### src/rtl/fpd_pkg.sv
// Package for the fast-page DRAM controller: timing counts and carriers
package fpd_pkg;
  localparam int CLK_NS = 10;
  // Least times in ns (wake-up in us) and their cycle counts (rounded up)
  localparam int T_WAKE_US = 200;
  localparam int T_WAKE_CYC = (T_WAKE_US * 1000 + CLK_NS - 1) / CLK_NS;
  localparam int T_RP_NS = 40;
  localparam int T_RP_CYC = (T_RP_NS + CLK_NS - 1) / CLK_NS;
  localparam int T_RAS_NS = 60;
  localparam int T_RAS_CYC = (T_RAS_NS + CLK_NS - 1) / CLK_NS;
  localparam int T_RCD_NS = 20;
  localparam int T_RCD_CYC = (T_RCD_NS + CLK_NS - 1) / CLK_NS;
  localparam int T_CAS_NS = 30;
  localparam int T_CAS_CYC = (T_CAS_NS + CLK_NS - 1) / CLK_NS;
  localparam int T_CSR_NS = 10;
  localparam int T_CSR_CYC = (T_CSR_NS + CLK_NS - 1) / CLK_NS;
  // Refresh period: 8 ms over 512 rows, longest time rounds down
  localparam int T_REF_MS = 8;
  localparam int REF_ROWS = 512;
  localparam int T_REFI_CYC = (T_REF_MS * 1000000 / REF_ROWS) / CLK_NS;
  localparam int WAKE_REFS = 8;
  localparam logic [15:0] RST_DATA = 16'h0000;

  typedef struct packed {
    logic row_strobe_n;
    logic lower_column_strobe_n;
    logic upper_column_strobe_n;
    logic write_strobe_n;
    logic output_enable_n;
  } fpd_strobe_s;
endpackage

### src/rtl/fpd_ctrl.sv
// Host controller driving a 256K x 16 fast-page DRAM through its pins
`timescale 1ns/1ps
module fpd_ctrl #(
  parameter int WAKE_CYC = fpd_pkg::T_WAKE_CYC,
  parameter int REFI_CYC = fpd_pkg::T_REFI_CYC
) (
  // Clock and reset
  input wire logic clk_sys,
  input wire logic rst_n,
  // User request: single early-write or read, byte lanes selectable
  input wire logic req_valid,
  output logic req_ready,
  input wire logic req_write,
  input wire logic [17:0] req_addr,
  input wire logic [1:0] req_bytes,
  input wire logic [15:0] req_wdata,
  output logic rsp_valid,
  output logic [15:0] rsp_rdata,
  output logic init_done,
  // Memory pins
  output fpd_pkg::fpd_strobe_s mem_strobe,
  output logic [8:0] mem_addr,
  input wire logic [15:0] mem_dq_in,
  output logic [15:0] mem_dq_out,
  output logic [15:0] mem_dq_oe
);
  typedef enum logic [6:0] {
    ST_WAKE = 7'h01, ST_IDLE = 7'h02, ST_ROW = 7'h04, ST_COL = 7'h08,
    ST_PRE = 7'h10, ST_RCAS = 7'h20, ST_RRAS = 7'h40
  } fpd_state_e;

  fpd_state_e state;
  logic [15:0] cnt;
  logic [14:0] refi;
  logic [3:0] refs_left;
  logic ref_due;
  logic ref_late;
  logic is_write;
  logic [1:0] lanes;
  logic [8:0] col;
  logic [15:0] dq_s1, dq_s2;

  function automatic logic [15:0] cyc16(input int n);
    cyc16 = 16'(n - 1);
  endfunction

  // Data pins pass two flops, as the memory is asynchronous
  always_ff @(posedge clk_sys or negedge rst_n)
    if (!rst_n)
    begin
      dq_s1 <= fpd_pkg::RST_DATA;
      dq_s2 <= fpd_pkg::RST_DATA;
    end
    else
    begin
      dq_s1 <= mem_dq_in;
      dq_s2 <= dq_s1;
    end

  // Refresh interval timer; an overrun restarts the eight wake-up refreshes
  always_ff @(posedge clk_sys or negedge rst_n)
    if (!rst_n)
    begin
      refi <= '0;
      ref_due <= 1'b0;
      ref_late <= 1'b0;
    end
    else if (state == ST_RCAS)
    begin
      refi <= '0;
      ref_due <= 1'b0;
      ref_late <= 1'b0;
    end
    else if (refi == 15'(REFI_CYC - 1))
    begin
      // Keep timing while a refresh waits; a second wrap is an overrun
      refi <= '0;
      ref_due <= 1'b1;
      ref_late <= ref_due;
    end
    else
      refi <= refi + 15'h0001;

  assign req_ready = (state == ST_IDLE) && !ref_due && init_done;

  always_ff @(posedge clk_sys or negedge rst_n)
    if (!rst_n)
    begin
      state <= ST_WAKE;
      cnt <= '0;
      refs_left <= 4'(fpd_pkg::WAKE_REFS);
      init_done <= 1'b0;
      mem_strobe <= '1;
      mem_addr <= '0;
      mem_dq_out <= '0;
      mem_dq_oe <= '0;
      rsp_valid <= 1'b0;
      rsp_rdata <= fpd_pkg::RST_DATA;
      is_write <= 1'b0;
      lanes <= '0;
      col <= '0;
    end
    else
    begin
      rsp_valid <= 1'b0;
      case (state)
        ST_WAKE:
          if (cnt == cyc16(WAKE_CYC))
          begin
            cnt <= '0;
            state <= ST_PRE;
          end
          else
            cnt <= cnt + 16'h0001;
        ST_IDLE:
          if (ref_late && init_done)
          begin
            // Overran a whole interval with no refresh: wake again
            init_done <= 1'b0;
            refs_left <= 4'(fpd_pkg::WAKE_REFS);
            state <= ST_RCAS;
            mem_strobe.lower_column_strobe_n <= 1'b0;
            mem_strobe.upper_column_strobe_n <= 1'b0;
          end
          else if (ref_due || !init_done)
          begin
            // Column-first refresh: address, write and enable don't care
            state <= ST_RCAS;
            mem_strobe.lower_column_strobe_n <= 1'b0;
            mem_strobe.upper_column_strobe_n <= 1'b0;
          end
          else if (req_valid)
          begin
            is_write <= req_write;
            lanes <= req_bytes;
            col <= req_addr[8:0];
            mem_addr <= req_addr[17:9];
            mem_strobe.row_strobe_n <= 1'b0;
            // Write strobe low before column strobe: early write
            mem_strobe.write_strobe_n <= !req_write;
            mem_strobe.output_enable_n <= req_write;
            mem_dq_out <= req_wdata;
            // Drive only lanes whose strobe will fall
            mem_dq_oe <= req_write ?
              {{8{req_bytes[1]}}, {8{req_bytes[0]}}} : '0;
            state <= ST_ROW;
          end
        ST_ROW:
          if (cnt == cyc16(fpd_pkg::T_RCD_CYC))
          begin
            cnt <= '0;
            mem_addr <= col;
            mem_strobe.lower_column_strobe_n <= !lanes[0];
            mem_strobe.upper_column_strobe_n <= !lanes[1];
            state <= ST_COL;
          end
          else
            cnt <= cnt + 16'h0001;
        ST_COL:
          // Wait covers the column access time; sample after sync delay
          if (cnt == cyc16(fpd_pkg::T_CAS_CYC + 2))
          begin
            cnt <= '0;
            rsp_rdata <= dq_s2;
            rsp_valid <= !is_write;
            // Read keeps write strobe high until all strobes rise
            mem_strobe <= '1;
            mem_dq_oe <= '0;
            state <= ST_PRE;
          end
          else
            cnt <= cnt + 16'h0001;
        ST_RCAS:
          if (cnt == cyc16(fpd_pkg::T_CSR_CYC))
          begin
            cnt <= '0;
            mem_strobe.row_strobe_n <= 1'b0;
            state <= ST_RRAS;
          end
          else
            cnt <= cnt + 16'h0001;
        ST_RRAS:
          if (cnt == cyc16(fpd_pkg::T_RAS_CYC))
          begin
            cnt <= '0;
            mem_strobe <= '1;
            if (!init_done && refs_left != 4'h0)
              refs_left <= refs_left - 4'h1;
            if (!init_done && refs_left == 4'h1)
              init_done <= 1'b1;
            state <= ST_PRE;
          end
          else
            cnt <= cnt + 16'h0001;
        ST_PRE:
          // All strobes high for precharge before any new cycle
          if (cnt == cyc16(fpd_pkg::T_RP_CYC))
          begin
            cnt <= '0;
            state <= ST_IDLE;
          end
          else
            cnt <= cnt + 16'h0001;
        default:
          state <= ST_IDLE;
      endcase
    end

  a_read_pulse: assert property (@(posedge clk_sys)
    disable iff (!rst_n)
    rsp_valid |-> $past(state) == ST_COL && !$past(is_write))
    else $error("read answer outside column phase");
  a_strobe_high: assert property (@(posedge clk_sys)
    disable iff (!rst_n)
    state == ST_PRE |-> mem_strobe == '1)
    else $error("strobes not high in precharge");
  a_no_early_use: assert property (@(posedge clk_sys)
    disable iff (!rst_n)
    $rose(init_done) |-> refs_left == 4'h0 && state == ST_PRE)
    else $error("wake-up ended before eight refreshes");
  a_cbr_order: assert property (@(posedge clk_sys)
    disable iff (!rst_n)
    $fell(mem_strobe.row_strobe_n) && state == ST_RRAS |->
      !mem_strobe.lower_column_strobe_n)
    else $error("column strobe not low before row strobe");
  a_write_early: assert property (@(posedge clk_sys)
    disable iff (!rst_n)
    $fell(mem_strobe.lower_column_strobe_n) && is_write && state == ST_COL
      |-> !mem_strobe.write_strobe_n)
    else $error("write strobe late for early write");
  a_lane_oe: assert property (@(posedge clk_sys)
    disable iff (!rst_n)
    state == ST_COL |-> mem_dq_oe[7:0] == {8{is_write && lanes[0]}})
    else $error("lower lane drive mismatch");
  a_write_oe: assert property (@(posedge clk_sys)
    disable iff (!rst_n)
    mem_dq_oe != '0 |-> mem_strobe.output_enable_n)
    else $error("output enable low while driving data");
  a_cas_width: assert property (@(posedge clk_sys)
    disable iff (!rst_n)
    $fell(mem_strobe.lower_column_strobe_n) && state == ST_COL
      |-> mem_strobe.lower_column_strobe_n == 1'b0 [*3])
    else $error("column strobe pulse too short");
endmodule

### config.mk
export PLATFORM = sky130hd
export DESIGN_NAME = fpd_ctrl
export DESIGN_NICKNAME = d
export VERILOG_FILES = /design/src/rtl/fpd_pkg.sv /design/src/rtl/fpd_ctrl.sv
export SDC_FILE = /design/constraint.sdc
export NUM_CORES = 1
export LEC_CHECK = 0
export BUFFER_PORTS_ARGS = -buffer_cell sky130_fd_sc_hd__buf_2
export CORE_MARGIN = 2
export CORE_UTILIZATION = 55
export CTS_BUF_LIST = sky130_fd_sc_hd__clkbuf_16
export CTS_CLUSTER_SIZE = 40
export DETAILED_ROUTE_END_ITERATION = 12
export HOLD_SLACK_MARGIN = 0.03
export PLACE_DENSITY = 0.87
export SYNTH_ARGS = -nofsm -noshare
export SYNTH_HDL_FRONTEND = slang
export SYNTH_SLANG_ARGS = --single-unit
### constraint.sdc
create_clock -name clk_sys -period 6.3 [get_ports clk_sys]
set_clock_uncertainty 0.1 [all_clocks]
set_input_delay 0.63 -clock clk_sys [delete_from_list [all_inputs] [get_ports clk_sys]]
set_output_delay 0.63 -clock clk_sys [all_outputs]
set_load 0.01 [all_outputs]
# [Word level (Yosys, flattened, before mapping)]
# Index checks and enable logic that the tools add are counted.
[word_totals] wordCells=146 romBits=0 regBits=152 latchBits=0 mem_bits_rw=0 inputBits=56 n_memories=0 out_inout_bits=65
[classes] order_cmp=0 n_reduce_logical=32 n_eq_ne=28 div=0 add_sub_neg=3 mux=59 multipliers=0 shift=0 bitwise=2
[ops] cell="16-bit two-way mux" n=11
[ops] cell="16-bit one-hot mux with 6 select lines" n=1
[ops] cell="7-bit two-way mux" n=9
[ops] cell="7-bit one-hot mux with 7 select lines" n=1
[ops] cell="9-bit two-way mux" n=4
[ops] cell="16-bit by 3-bit == test with 1-bit output, second input constant" n=2
[ops] cell="16-bit one-hot mux with 2 select lines" n=1
[ops] cell="15-bit two-way mux" n=2
[ops] cell="2-bit inequality test, second input constant" n=10
[ops] cell="9-bit one-hot mux with 2 select lines" n=1
[ops] cell="16-bit by 1-bit adder with 16-bit output, second input constant" n=1
[ops] cell="16-bit by 1-bit == test with 1-bit output, second input constant" n=1
[ops] cell="16-bit by 15-bit == test with 1-bit output, second input constant" n=1
[ops] cell="16-bit by 2-bit == test with 1-bit output, second input constant" n=1
[ops] cell="16-bit zero test" n=1
[ops] cell="15-bit by 1-bit adder with 15-bit output, second input constant" n=1
[ops] cell="15-bit by 11-bit == test with 1-bit output, second input constant" n=1
[ops] cell="5-bit AND reduction" n=3
[ops] cell="7-bit AND reduction" n=2
[ops] cell="1-bit two-way mux" n=13
[ops] cell="2-bit two-way mux" n=6
[ops] cell="4-bit two-way mux" n=3
[ops] cell="4-bit AND reduction" n=3
[ops] cell="4-bit nonzero test" n=3
[ops] cell="27 further kinds" n=42

# [Longest topological paths before layout]
# Gate-level depths: netlist (run 1).
[depth] word_depth=5 mapped_depth=10

# [Worst setup path before layout (run 1)]
# No wires, ideal clock.
[synth_timing] path_type="register to output" start="register state[4]" end="output req_ready" path_stages_with_launch=5 required_ps=5570 arrival_time_ps=1437 path_slack_ps=4133 cell_sequence="dfrtp_1 -> buf_2 -> nor3_4 -> nor4b_2 -> and3_1"
[synth_via] elab_chain_len=3
[synth_lines] item="start: declaration" line="fpd_ctrl.sv:32" text="fpd_state_e state;"
[synth_lines] item="start signal: assignment" line="fpd_ctrl.sv:89" text="state <= ST_WAKE;"
[synth_lines] item="start signal: assignment" line="fpd_ctrl.sv:111" text="state <= ST_PRE;"
[synth_lines] item="start signal: assignment" line="fpd_ctrl.sv:121" text="state <= ST_RCAS;"
[synth_lines] item="7-bit by 2-bit == test with 1-bit output" line="fpd_ctrl.sv:84" text="assign req_ready = (state == ST_IDLE) && !ref_due && init_done;"
[synth_lines] item="1-bit logical AND (2 in a row)" line="fpd_ctrl.sv:84"
[synth_lines] item="end: declaration" line="fpd_ctrl.sv:12" text="output logic req_ready,"
# Every way passes these cells.

# [Worst setup path after layout (run 1)]
[layout_timing] start="register state[5]" end="register mem_addr[1]"
[layout_via] elab_chain_len=3
[layout_lines] item="7-bit by 3-bit == test with 1-bit output / 7-bit by 2-bit == test with 1-bit output (equally long branches)" line="fpd_ctrl.sv:106" text="case (state)"
[layout_lines] item="2-bit inequality test (no source line) / 2-bit nonzero test (equally long branches)"
[layout_lines] item="5-bit AND reduction (no source line)"
[layout_lines] item="end signal: assignment" line="fpd_ctrl.sv:137" text="mem_addr <= req_addr[17:9];"
[layout_lines] item="end signal: assignment" line="fpd_ctrl.sv:152" text="mem_addr <= col;"
[layout_lines] item="end: declaration" line="fpd_ctrl.sv:22" text="output logic [8:0] mem_addr,"
# Parallel ways exist; a longest one is shown, timed or not.
# A chain may end at the register's enable or synchronous reset.

==> flow_metrics.tcl, run 1 <==
set metrics [dict create \
    grt_pass1_wl_um 20900 \
    yosys_warnings 0 \
    nets 731 \
    grt_pass1_vias 4502 \
    routed_wl_um 13200 \
    ys_seq_area_share_pct 56.9 \
    p_per_area_mw_per_mm2 271 \
    yosys-top-cells-area "dfrtp_1 54%, nand2_1 6.7%, mux2_2 3.3%" \
    cts_sinks 138 \
    rows 38 \
    synth_cells 566 \
    syn_area_mm2 0.00608 \
    fin_util_pct 67.1 \
    post-route-period-util_pct 51.6 \
    r2r_cells 6 \
    async_reset_ff_share_pct 100 \
    io_pins 121 \
    cts.repair.resized 0 \
    cp.required_ps 6540 \
    power_leakage_uw 0.00385 \
    synth_top_area_share_pct 53.9 \
    dp_hpwl_um 8970 \
    fp.dieW_um 109 \
    numCtsBuffers 17 \
    die_h_um 109 \
    max-vdd-ir-drop_v 0.000251 \
    syn-num-nets 630 \
    grt_usage_pct 23.1 \
    cts_tree "built" \
    finalMaxSlewViolations 0 \
    ant_nets 0 \
    postCtsSetupRepairBufs 0 \
    design_area_mm2 0.00724 \
    vias 4561 \
    rsz0062_at_grt "false" \
    layout_min_cycle_time_ps 3250 \
    cp.arrival_ps 3490 \
    core-area_mm2 0.0108 \
    worst_pin_slew_ps 1050 \
    dr.pass1.iters 5 \
    htree_num_levels 4 \
    start_util_pct 56.4 \
    crit_type "flip-flop to flip-flop" \
    drtIter0Drc 420 \
    max_cap_violations 0 \
    clkLatencyLatePin_ps 420 \
    synth_edf_count 0 \
    placed_area_mm2 0.00663 \
    synth_top_flop_cell "dfrtp_1" \
    cts-root-buf "clkbuf_16" \
    power_uw 1960 \
    antenna_cells 0 \
    pre_cts_ws_ps 3130 \
    clk_path_buf_depth 2 \
    worstReg2RegEnd "mem_addr[1]" \
    post-synth-top-count-cell "dfrtp_1" \
    gr-total-overflow 0 \
    grt_max_degree 74 \
    cts_hold_buf 0 \
    critPathLaunch "state[5]" \
    cp-end-kind "flip-flop" \
    post_drt_wl_per_cell_um 16.1 \
    max_freq_mhz 308 \
    slew_headroom_pct 29.7 \
    drive_gt1_share_pct 29.7 \
    r2r-start "state[5]" \
    via_per_inst 5.56 \
    holdCritPathClass "input port to asynchronous set/reset pin" \
    reg2reg_slack_ps 3050 \
    hold_viol_final 0 \
    syn_to_final_growth_pct 19.0 \
    gp_congestion 0.907 \
    worst-path-max-fanout 31 \
    yosys.area.top_type "dfrtp_1" \
    io_buffers 120 \
    status "completed" \
    ys_ff_latch 138 \
    startpoint_type "flip-flop" \
    drc_errors 0 \
    die_area_mm2 0.0119 \
    setup_viol 0 \
    avgSynthCellArea_um2 10.7 \
    setup_tns_ps 0 \
    grt_antenna_before_repair 0 \
    setup_ws_ps 3050 \
    synth_commonest_cells "131 x dfrtp_1, 109 x nand2_1, 42 x nor2_1" \
    cp-endpoint "mem_addr[1]" \
    ys_types 62 \
    clk_pin_slew_ps 60 \
]
-- where the power goes --
part	internal [uW]	switching, uW
clock	630	393
sequential	897	2.73
combinational	14.0	23.2
-- sequential cells by signal, summed over array words and instances, names as in the netlist, 4 cells and up --
name	cells
col	9
cnt	16
rsp_rdata	16
mem_strobe	5
state	7
refs_left	4
refi	15
dq_s1	16
mem_dq_out	16
dq_s2	16
mem_addr	9
-- worst min-delay path by stage --
stage | to | startpoint | cells past startpoint | slack [ps]
after global placement | dq_s2[9] | dq_s1[9] | 0 | 230
final | dq_s1[9] | rst_n | 1 | 80
after global routing | dq_s1[9] | rst_n | 1 | 130
after detailed placement | dq_s2[14] | dq_s1[14] | 0 | 230
after floorplan | cnt[0] | rst_n | 0 | 230
after CTS | dq_s1[13] | rst_n | 1 | 100
-- worst max-delay path, stage by stage, from the launching register on --
cell	delay [ps]
dfrtp_1	520
nor3_4	340
nor4b_2	600
nand2_1	810
nand2_2	570
nor2_1	70
a21oi_1	140
-- layout make-up --
| cell class | count | area (um2) |
|---|---|---|
| fill | 778 | 3550 |
| tap | 140 | 175 |
| clock inverter | 15 | 189 |
| timing repair buffer | 122 | 622 |
| sequential | 138 | 3460 |
| inverter | 12 | 45.0 |
| multi-input combinational | 376 | 2320 |
| clock buffer | 17 | 425 |
-- cell families after synthesis --
group                      synth area share [%]
DFF                                        56.9
adders and majority gates                  1.65
muxes                                      5.47
buffers and inverters                      4.90
AOI/OAI and AO/OA                          7.51
xor gates and xnor gates                   3.02
and+or+nand+nor                            20.5
-- per-layer routing --
metal | wire length (um) | vias to the layer above | global-route usage [%]
met4 | 309 | 0 | 10.2
li1 | - | 2119 | -
met1 | 5130 | 2220 | 28.5
met3 | 873 | 32 | 6.63
met5 | 0 | - | 0
met2 | 6860 | 190 | 37.9
-- through the flow --
step,hold slack (ps),instances
after floorplan,231,566
after global placement,231,788
after detailed placement,235,788
after CTS,97.0,820
after global routing,126,820
final,81.3,820
-- cell usage in the layout (no fill, tap or decap), types with 3 or more instances in the layout --
master and n:
dfrtp_1 131, buf_2 119, nand2_1 109, nor2_1 42, nand3_1 24, o21ai_0 22, mux2_2 18, a21oi_1 18
clkbuf_16 17, and3_1 15, inv_1 13, mux2i_1 13, xor2_1 11, xnor2_1 10, ha_1 8, nand2b_1 7
dfstp_2 7, nor4_1 5, a31oi_1 5, clkinv_4 5, a31o_2 4, nand4_1 4, o21ai_1 4, and2_1 4
inv_6 4, a32o_1 3, nor4b_1 3, nor4b_2 3, nor4_2 3, bufinv_16 3
Power figures use the tool's default switching activity.
==> run 2: changes to the inputs <==
--- a/config.mk
+++ b/config.mk
@@ -7,12 +7,12 @@
 export LEC_CHECK = 0
 export BUFFER_PORTS_ARGS = -buffer_cell sky130_fd_sc_hd__buf_2
 export CORE_MARGIN = 2
-export CORE_UTILIZATION = 55
+export CORE_UTILIZATION = 50
 export CTS_BUF_LIST = sky130_fd_sc_hd__clkbuf_16
 export CTS_CLUSTER_SIZE = 40
 export DETAILED_ROUTE_END_ITERATION = 12
 export HOLD_SLACK_MARGIN = 0.03
-export PLACE_DENSITY = 0.87
+export PLACE_DENSITY = 0.83
 export SYNTH_ARGS = -nofsm -noshare
 export SYNTH_HDL_FRONTEND = slang
 export SYNTH_SLANG_ARGS = --single-unit
==> constraint.sdc (replaced) <==
create_clock -name clk_sys -period 2.6 [get_ports clk_sys]
set_clock_uncertainty 0.1 [all_clocks]
set_input_delay 0.26 -clock clk_sys [delete_from_list [all_inputs] [get_ports clk_sys]]
set_output_delay 0.26 -clock clk_sys [all_outputs]
set_load 0.01 [all_outputs]
==> run 2 against run 1 <==
  * Utilization shrank 2.5 points
  * Worst hold slack worse by 21 ps
  * Count of clock-buffer cells in the layout unchanged
  * Combinational power grew to 4.1 times the previous value
  * First-iteration DRC count increased by 6.7%
  * Sequential cell count is the same
  * Worst setup slack worse by 2900 ps
  * Largest cell class unchanged
==> flow_metrics.tcl, run 2 (same netlist as run 1, synthesis figures left out) <==
set metrics [dict create \
    multi_input_area_mm2 0.00233 \
    clkLatencyLatePin_ps 420 \
    worstReg2RegEnd "refs_left[2]" \
    path_cells "nor3_4 > nor4b_4 > buf_4 > and3_1 > buf_2" \
    hold_path.startpoint "req_write" \
    htree_num_levels 4 \
    start_util_pct 50.9 \
    cts_tree "built" \
    drtIter0Drc 448 \
    cp.arrival_ps 2090 \
    io_pins 121 \
    drc_errors 0 \
    max_cap_violations 0 \
    worst_pin_slew_ps 546 \
    rows 40 \
    cts-root-buf "clkbuf_16" \
    clk_path_buf_depth 2 \
    cp-endpoint "req_ready" \
    holdCritPathClass "input port to flip-flop" \
    pre_cts_ws_ps 280 \
    layout_min_cycle_time_ps 2450 \
    max_freq_mhz 408 \
    ff_latch_area_mm2 0.00346 \
    die_h_um 114 \
    mostFrequentLayoutCells "130 x dfrtp_1, 119 x buf_2, 109 x nand2_1" \
    ant_nets 0 \
    p_per_area_mw_per_mm2 598 \
    cp_slowest_cell "dfrtp_1" \
    routed_wl_um 15100 \
    gr-total-overflow 0 \
    cp-end-kind "primary output" \
    grt_antenna_before_repair 0 \
    clk_pin_slew_ps 60 \
    setup_tns_ps 0 \
    grt_usage_pct 24.3 \
    syn_to_final_growth_pct 26.9 \
    io_buffers 120 \
    critPathLaunch "state[5]" \
    hold_viol_final 0 \
    max-vdd-ir-drop_v 0.000528 \
    slew_headroom_pct 63.6 \
    critical-path-max-stage-delay_ps 520 \
    setup_viol 0 \
    vias 5013 \
    num-fill-cells 857 \
    gp_congestion 0.939 \
    power_leakage_uw 0.00404 \
    grt_pass1_wl_um 24500 \
    reg2reg_slack_ps 260 \
    numCtsBuffers 17 \
    rsz0062_at_grt "false" \
    setup_ws_ps 147 \
    grt_max_degree 62 \
    worst-path-max-fanout 11 \
    post_drt_wl_per_cell_um 17.2 \
    via_per_inst 5.70 \
    nets 783 \
    cts_sinks 138 \
    drive_gt1_share_pct 28.3 \
    dr.pass1.iters 5 \
    grt_pass1_vias 5124 \
    power_uw 4610 \
    cp.required_ps 2240 \
    startpoint_type "flip-flop" \
    die_area_mm2 0.0131 \
    core-area_mm2 0.0120 \
    crit_type "flip-flop to primary output" \
    dp_hpwl_um 9290 \
    fp.dieW_um 114 \
    post-route-period-util_pct 94.3 \
    finalMaxSlewViolations 0 \
    status "completed" \
    layout_commonest_cell "dfrtp_1" \
    r2r_cells 8 \
    r2r-start "cnt[1]" \
]
-- run 2: cell types whose count changed in the layout (fill, tap and decap cells not counted), sizes merged --
cell,delta
clkinvlp,+3
bufinv,-1
inv,-6
buf,+8
diode,+1
clkinv,+4
dlygate4sd3,+44
-- run 2: layout make-up --
cell class / count / area share [%]
clock buffers: 17 / 5.51
repair buffers: 174 / 14.7
clock inverters: 15 / 1.73
inverters: 12 / 0.583
diodes: 1 / 0.0324
multi-input cells: 376 / 30.2
flip-flops and latches: 138 / 44.9
well taps: 147 / 2.38
-- run 2: how the worst min path moves through the flow --
| stage | endpoint | depth (start not counted) |
|---|---|---|
| after floorplan | cnt[0] | 0 |
| after global placement | dq_s2[5] | 1 |
| after detailed placement | dq_s2[1] | 1 |
| after CTS | is_write | 3 |
| after global routing | is_write | 3 |
| final | is_write | 3 |
-- run 2: where the power goes --
group | switching (uW) | internal, uW
clock | 893 | 1390
sequential | 7.33 | 2170
combinational | 72.2 | 80.4
-- run 2: per-layer routing --
layer / global-route usage [%] / vias up / wire length [um]
li1: - / 2234 / -
met1: 27.2 / 2485 / 5640
met2: 41.5 / 229 / 7870
met3: 7.20 / 65 / 972
met4: 13.4 / 0 / 639
met5: 0 / - / 0
-- run 2: per-stage QoR --
stage,hold WS (ps),area (um2),util (%),std cells
after detailed placement,160,6700,56.0,802
final,60.7,7720,64.6,880
after global placement,156,6700,56.0,802
after CTS,45.2,7710,64.5,878
after global routing,57.5,7720,64.5,879
after floorplan,-136,6080,-,566
-- run 2: what timing repair did --
item / in CTS / in global routing
resized for setup: 1 / 1
gates cloned: 0 / 0
endpoints found under the hold margin: 101 / 0
setup endpoints to repair: 1 / 1
hold buffers: 44 / 0
buffers inserted: 0 / 1
-- run 2: critical path, delay by kind of cell (launching register included) --
kind	cells	cell delay [ps]
simple gates	3	850
flops	1	520
buf+inv	2	320
==> run 3: changes to the inputs <==
--- a/config.mk
+++ b/config.mk
@@ -6,6 +6,7 @@
 export NUM_CORES = 1
 export LEC_CHECK = 0
 export BUFFER_PORTS_ARGS = -buffer_cell sky130_fd_sc_hd__buf_2
+export CORE_ASPECT_RATIO = 0.8
 export CORE_MARGIN = 2
 export CORE_UTILIZATION = 50
 export CTS_BUF_LIST = sky130_fd_sc_hd__clkbuf_16
==> run 3 against run 2 <==
  * Sequential cell count is the same
  * Sequential share of layout area down 0.31 points
  * Clock power grew 9.6%
  * Design area is 0.66% higher
  * Utilization up 0.077 points
  * First-iteration DRC count down 17%
  * Non-clock buffer count unchanged
  * Final cell count is 0.45% higher
  * Critical path depth stayed put
  * Maximum frequency fell by 1.4%
  * Combinational power fell by 3%
  * Total power increased by 4.6%
==> flow_metrics.tcl, run 3 (same netlist as run 1, synthesis figures left out) <==
set metrics [dict create \
    post-route-period-util_pct 95.7 \
    dp_hpwl_um 9200 \
    vias 4877 \
    rsz0062_at_grt "false" \
    io_buffers 120 \
    cts.repair.resized 0 \
    finalMaxSlewViolations 0 \
    clk_path_buf_depth 2 \
    layout_commonest_cell "dfrtp_1" \
    cp.arrival_ps 2130 \
    cts_sinks 138 \
    routed_wl_um 13900 \
    setup_viol 0 \
    status "completed" \
    gp_congestion 0.923 \
    drtIter0Drc 373 \
    die_h_um 103 \
    grt_antenna_before_repair 0 \
    max_cap_violations 0 \
    core-area_mm2 0.0120 \
    numCtsBuffers 17 \
    post_drt_wl_per_cell_um 15.8 \
    grt_pass1_vias 4601 \
    nets 783 \
    layout_min_cycle_time_ps 2490 \
    io_pins 121 \
    power_uw 4830 \
    worst_pin_slew_ps 526 \
    drive_gt1_share_pct 28.4 \
    dr.pass1.iters 6 \
    ff_latch_area_mm2 0.00346 \
    mostFrequentLayoutCells "131 x dfrtp_1, 119 x buf_2, 109 x nand2_1" \
    via_per_inst 5.52 \
    htree_num_levels 4 \
    postCtsSetupRepairBufs 0 \
    multi_input_area_mm2 0.00232 \
    grt_usage_pct 21.3 \
    crit_type "flip-flop to primary output" \
    start_util_pct 50.6 \
    worst-path-max-fanout 16 \
    rows 36 \
    fp.dieW_um 127 \
    grt_max_degree 64 \
    setup_ws_ps 112 \
    max_freq_mhz 402 \
    cp.required_ps 2240 \
    max-vdd-ir-drop_v 0.000557 \
    setup_tns_ps 0 \
    grt_pass1_wl_um 21900 \
    power_leakage_uw 0.00407 \
    cp-end-kind "primary output" \
    pre_cts_ws_ps 341 \
    clk_pin_slew_ps 60 \
    whs_ps 49.5 \
    clkLatencyLatePin_ps 410 \
    num-fill-cells 853 \
    drc_errors 0 \
    cts-root-buf "clkbuf_16" \
    ant_nets 0 \
    cts_tree "built" \
    syn_to_final_growth_pct 27.8 \
    die_area_mm2 0.0131 \
    antenna_cells 0 \
    startpoint_type "flip-flop" \
    holdCritPathClass "input port to flip-flop" \
    gr-total-overflow 0 \
    p_per_area_mw_per_mm2 621 \
    hold_viol_final 0 \
    slew_headroom_pct 65.0 \
]
[run 3: changes by cell type in the layout (fill, tap and decap cells not counted), moves of 2 or more]
cell / previous run / this run
clkinv_2: 3 / 1
inv_8: 0 / 3
inv_6: 0 / 2
clkinv_1: 5 / 1
clkinvlp_4: 3 / 0
clkinv_4: 2 / 4
[run 3: metal layers]
metal  GRT usage, %  up-vias  wire (um)
met3           6.33       18        994
met5              0        -          0
met2           34.6      209       6840
met1           28.1     2419       5910
li1               -     2231          -
met4           6.42        0        195
[run 3: power breakdown]
part	switching (uW)	leakage, uW	internal, uW
clock	967	0.000306	1530
sequential	6.07	0.00182	2170
combinational	66.5	0.00195	81.2
total	1040	0.00407	3790
[run 3: critical path, cell delays in order (launching register included)]
cell and delay (ps):
dfrtp_1 570, nand2b_1 270, nor4b_2 320, buf_4 210, and3_1 210, buf_2 140
[run 3: cell type report]
class	instances	share of cell area [%]
Clock buffer	17	5.47
Multi-Input combinational cell	376	29.9
Clock inverter	15	2.43
Sequential cell	138	44.5
Inverter	12	0.580
Tap cell	152	2.45
Timing Repair Buffer	174	14.6
[run 3: what timing repair did]
item | in CTS | in global routing
hold buffers | 45 | 0
endpoints found under the hold margin | 90 | 0
setup endpoints to repair | 0 | 0
[run 3: through the flow]
| stage | instance area [um2] | util (%) | instances |
|---|---|---|---|
| after floorplan | 6080 | - | 566 |
| after global placement | 6710 | 55.8 | 807 |
| after detailed placement | 6710 | 55.8 | 807 |
| after CTS | 7770 | 64.6 | 884 |
| after global routing | 7770 | 64.6 | 884 |
| final | 7770 | 64.6 | 884 |
[run 3: path summary, 6_finish.rpt]
kind,from,end,slack [ps],depth (start not counted)
min,req_addr[11],mem_addr[2],50,3
max in group asynchronous,rst_n,mem_strobe[3],1430,3
min reg2reg,dq_s1[15],dq_s2[15],250,0
max,state[6],req_ready,110,5
min in group asynchronous,rst_n,rsp_rdata[10],240,2
max reg2reg,cnt[6],refs_left[2],290,6
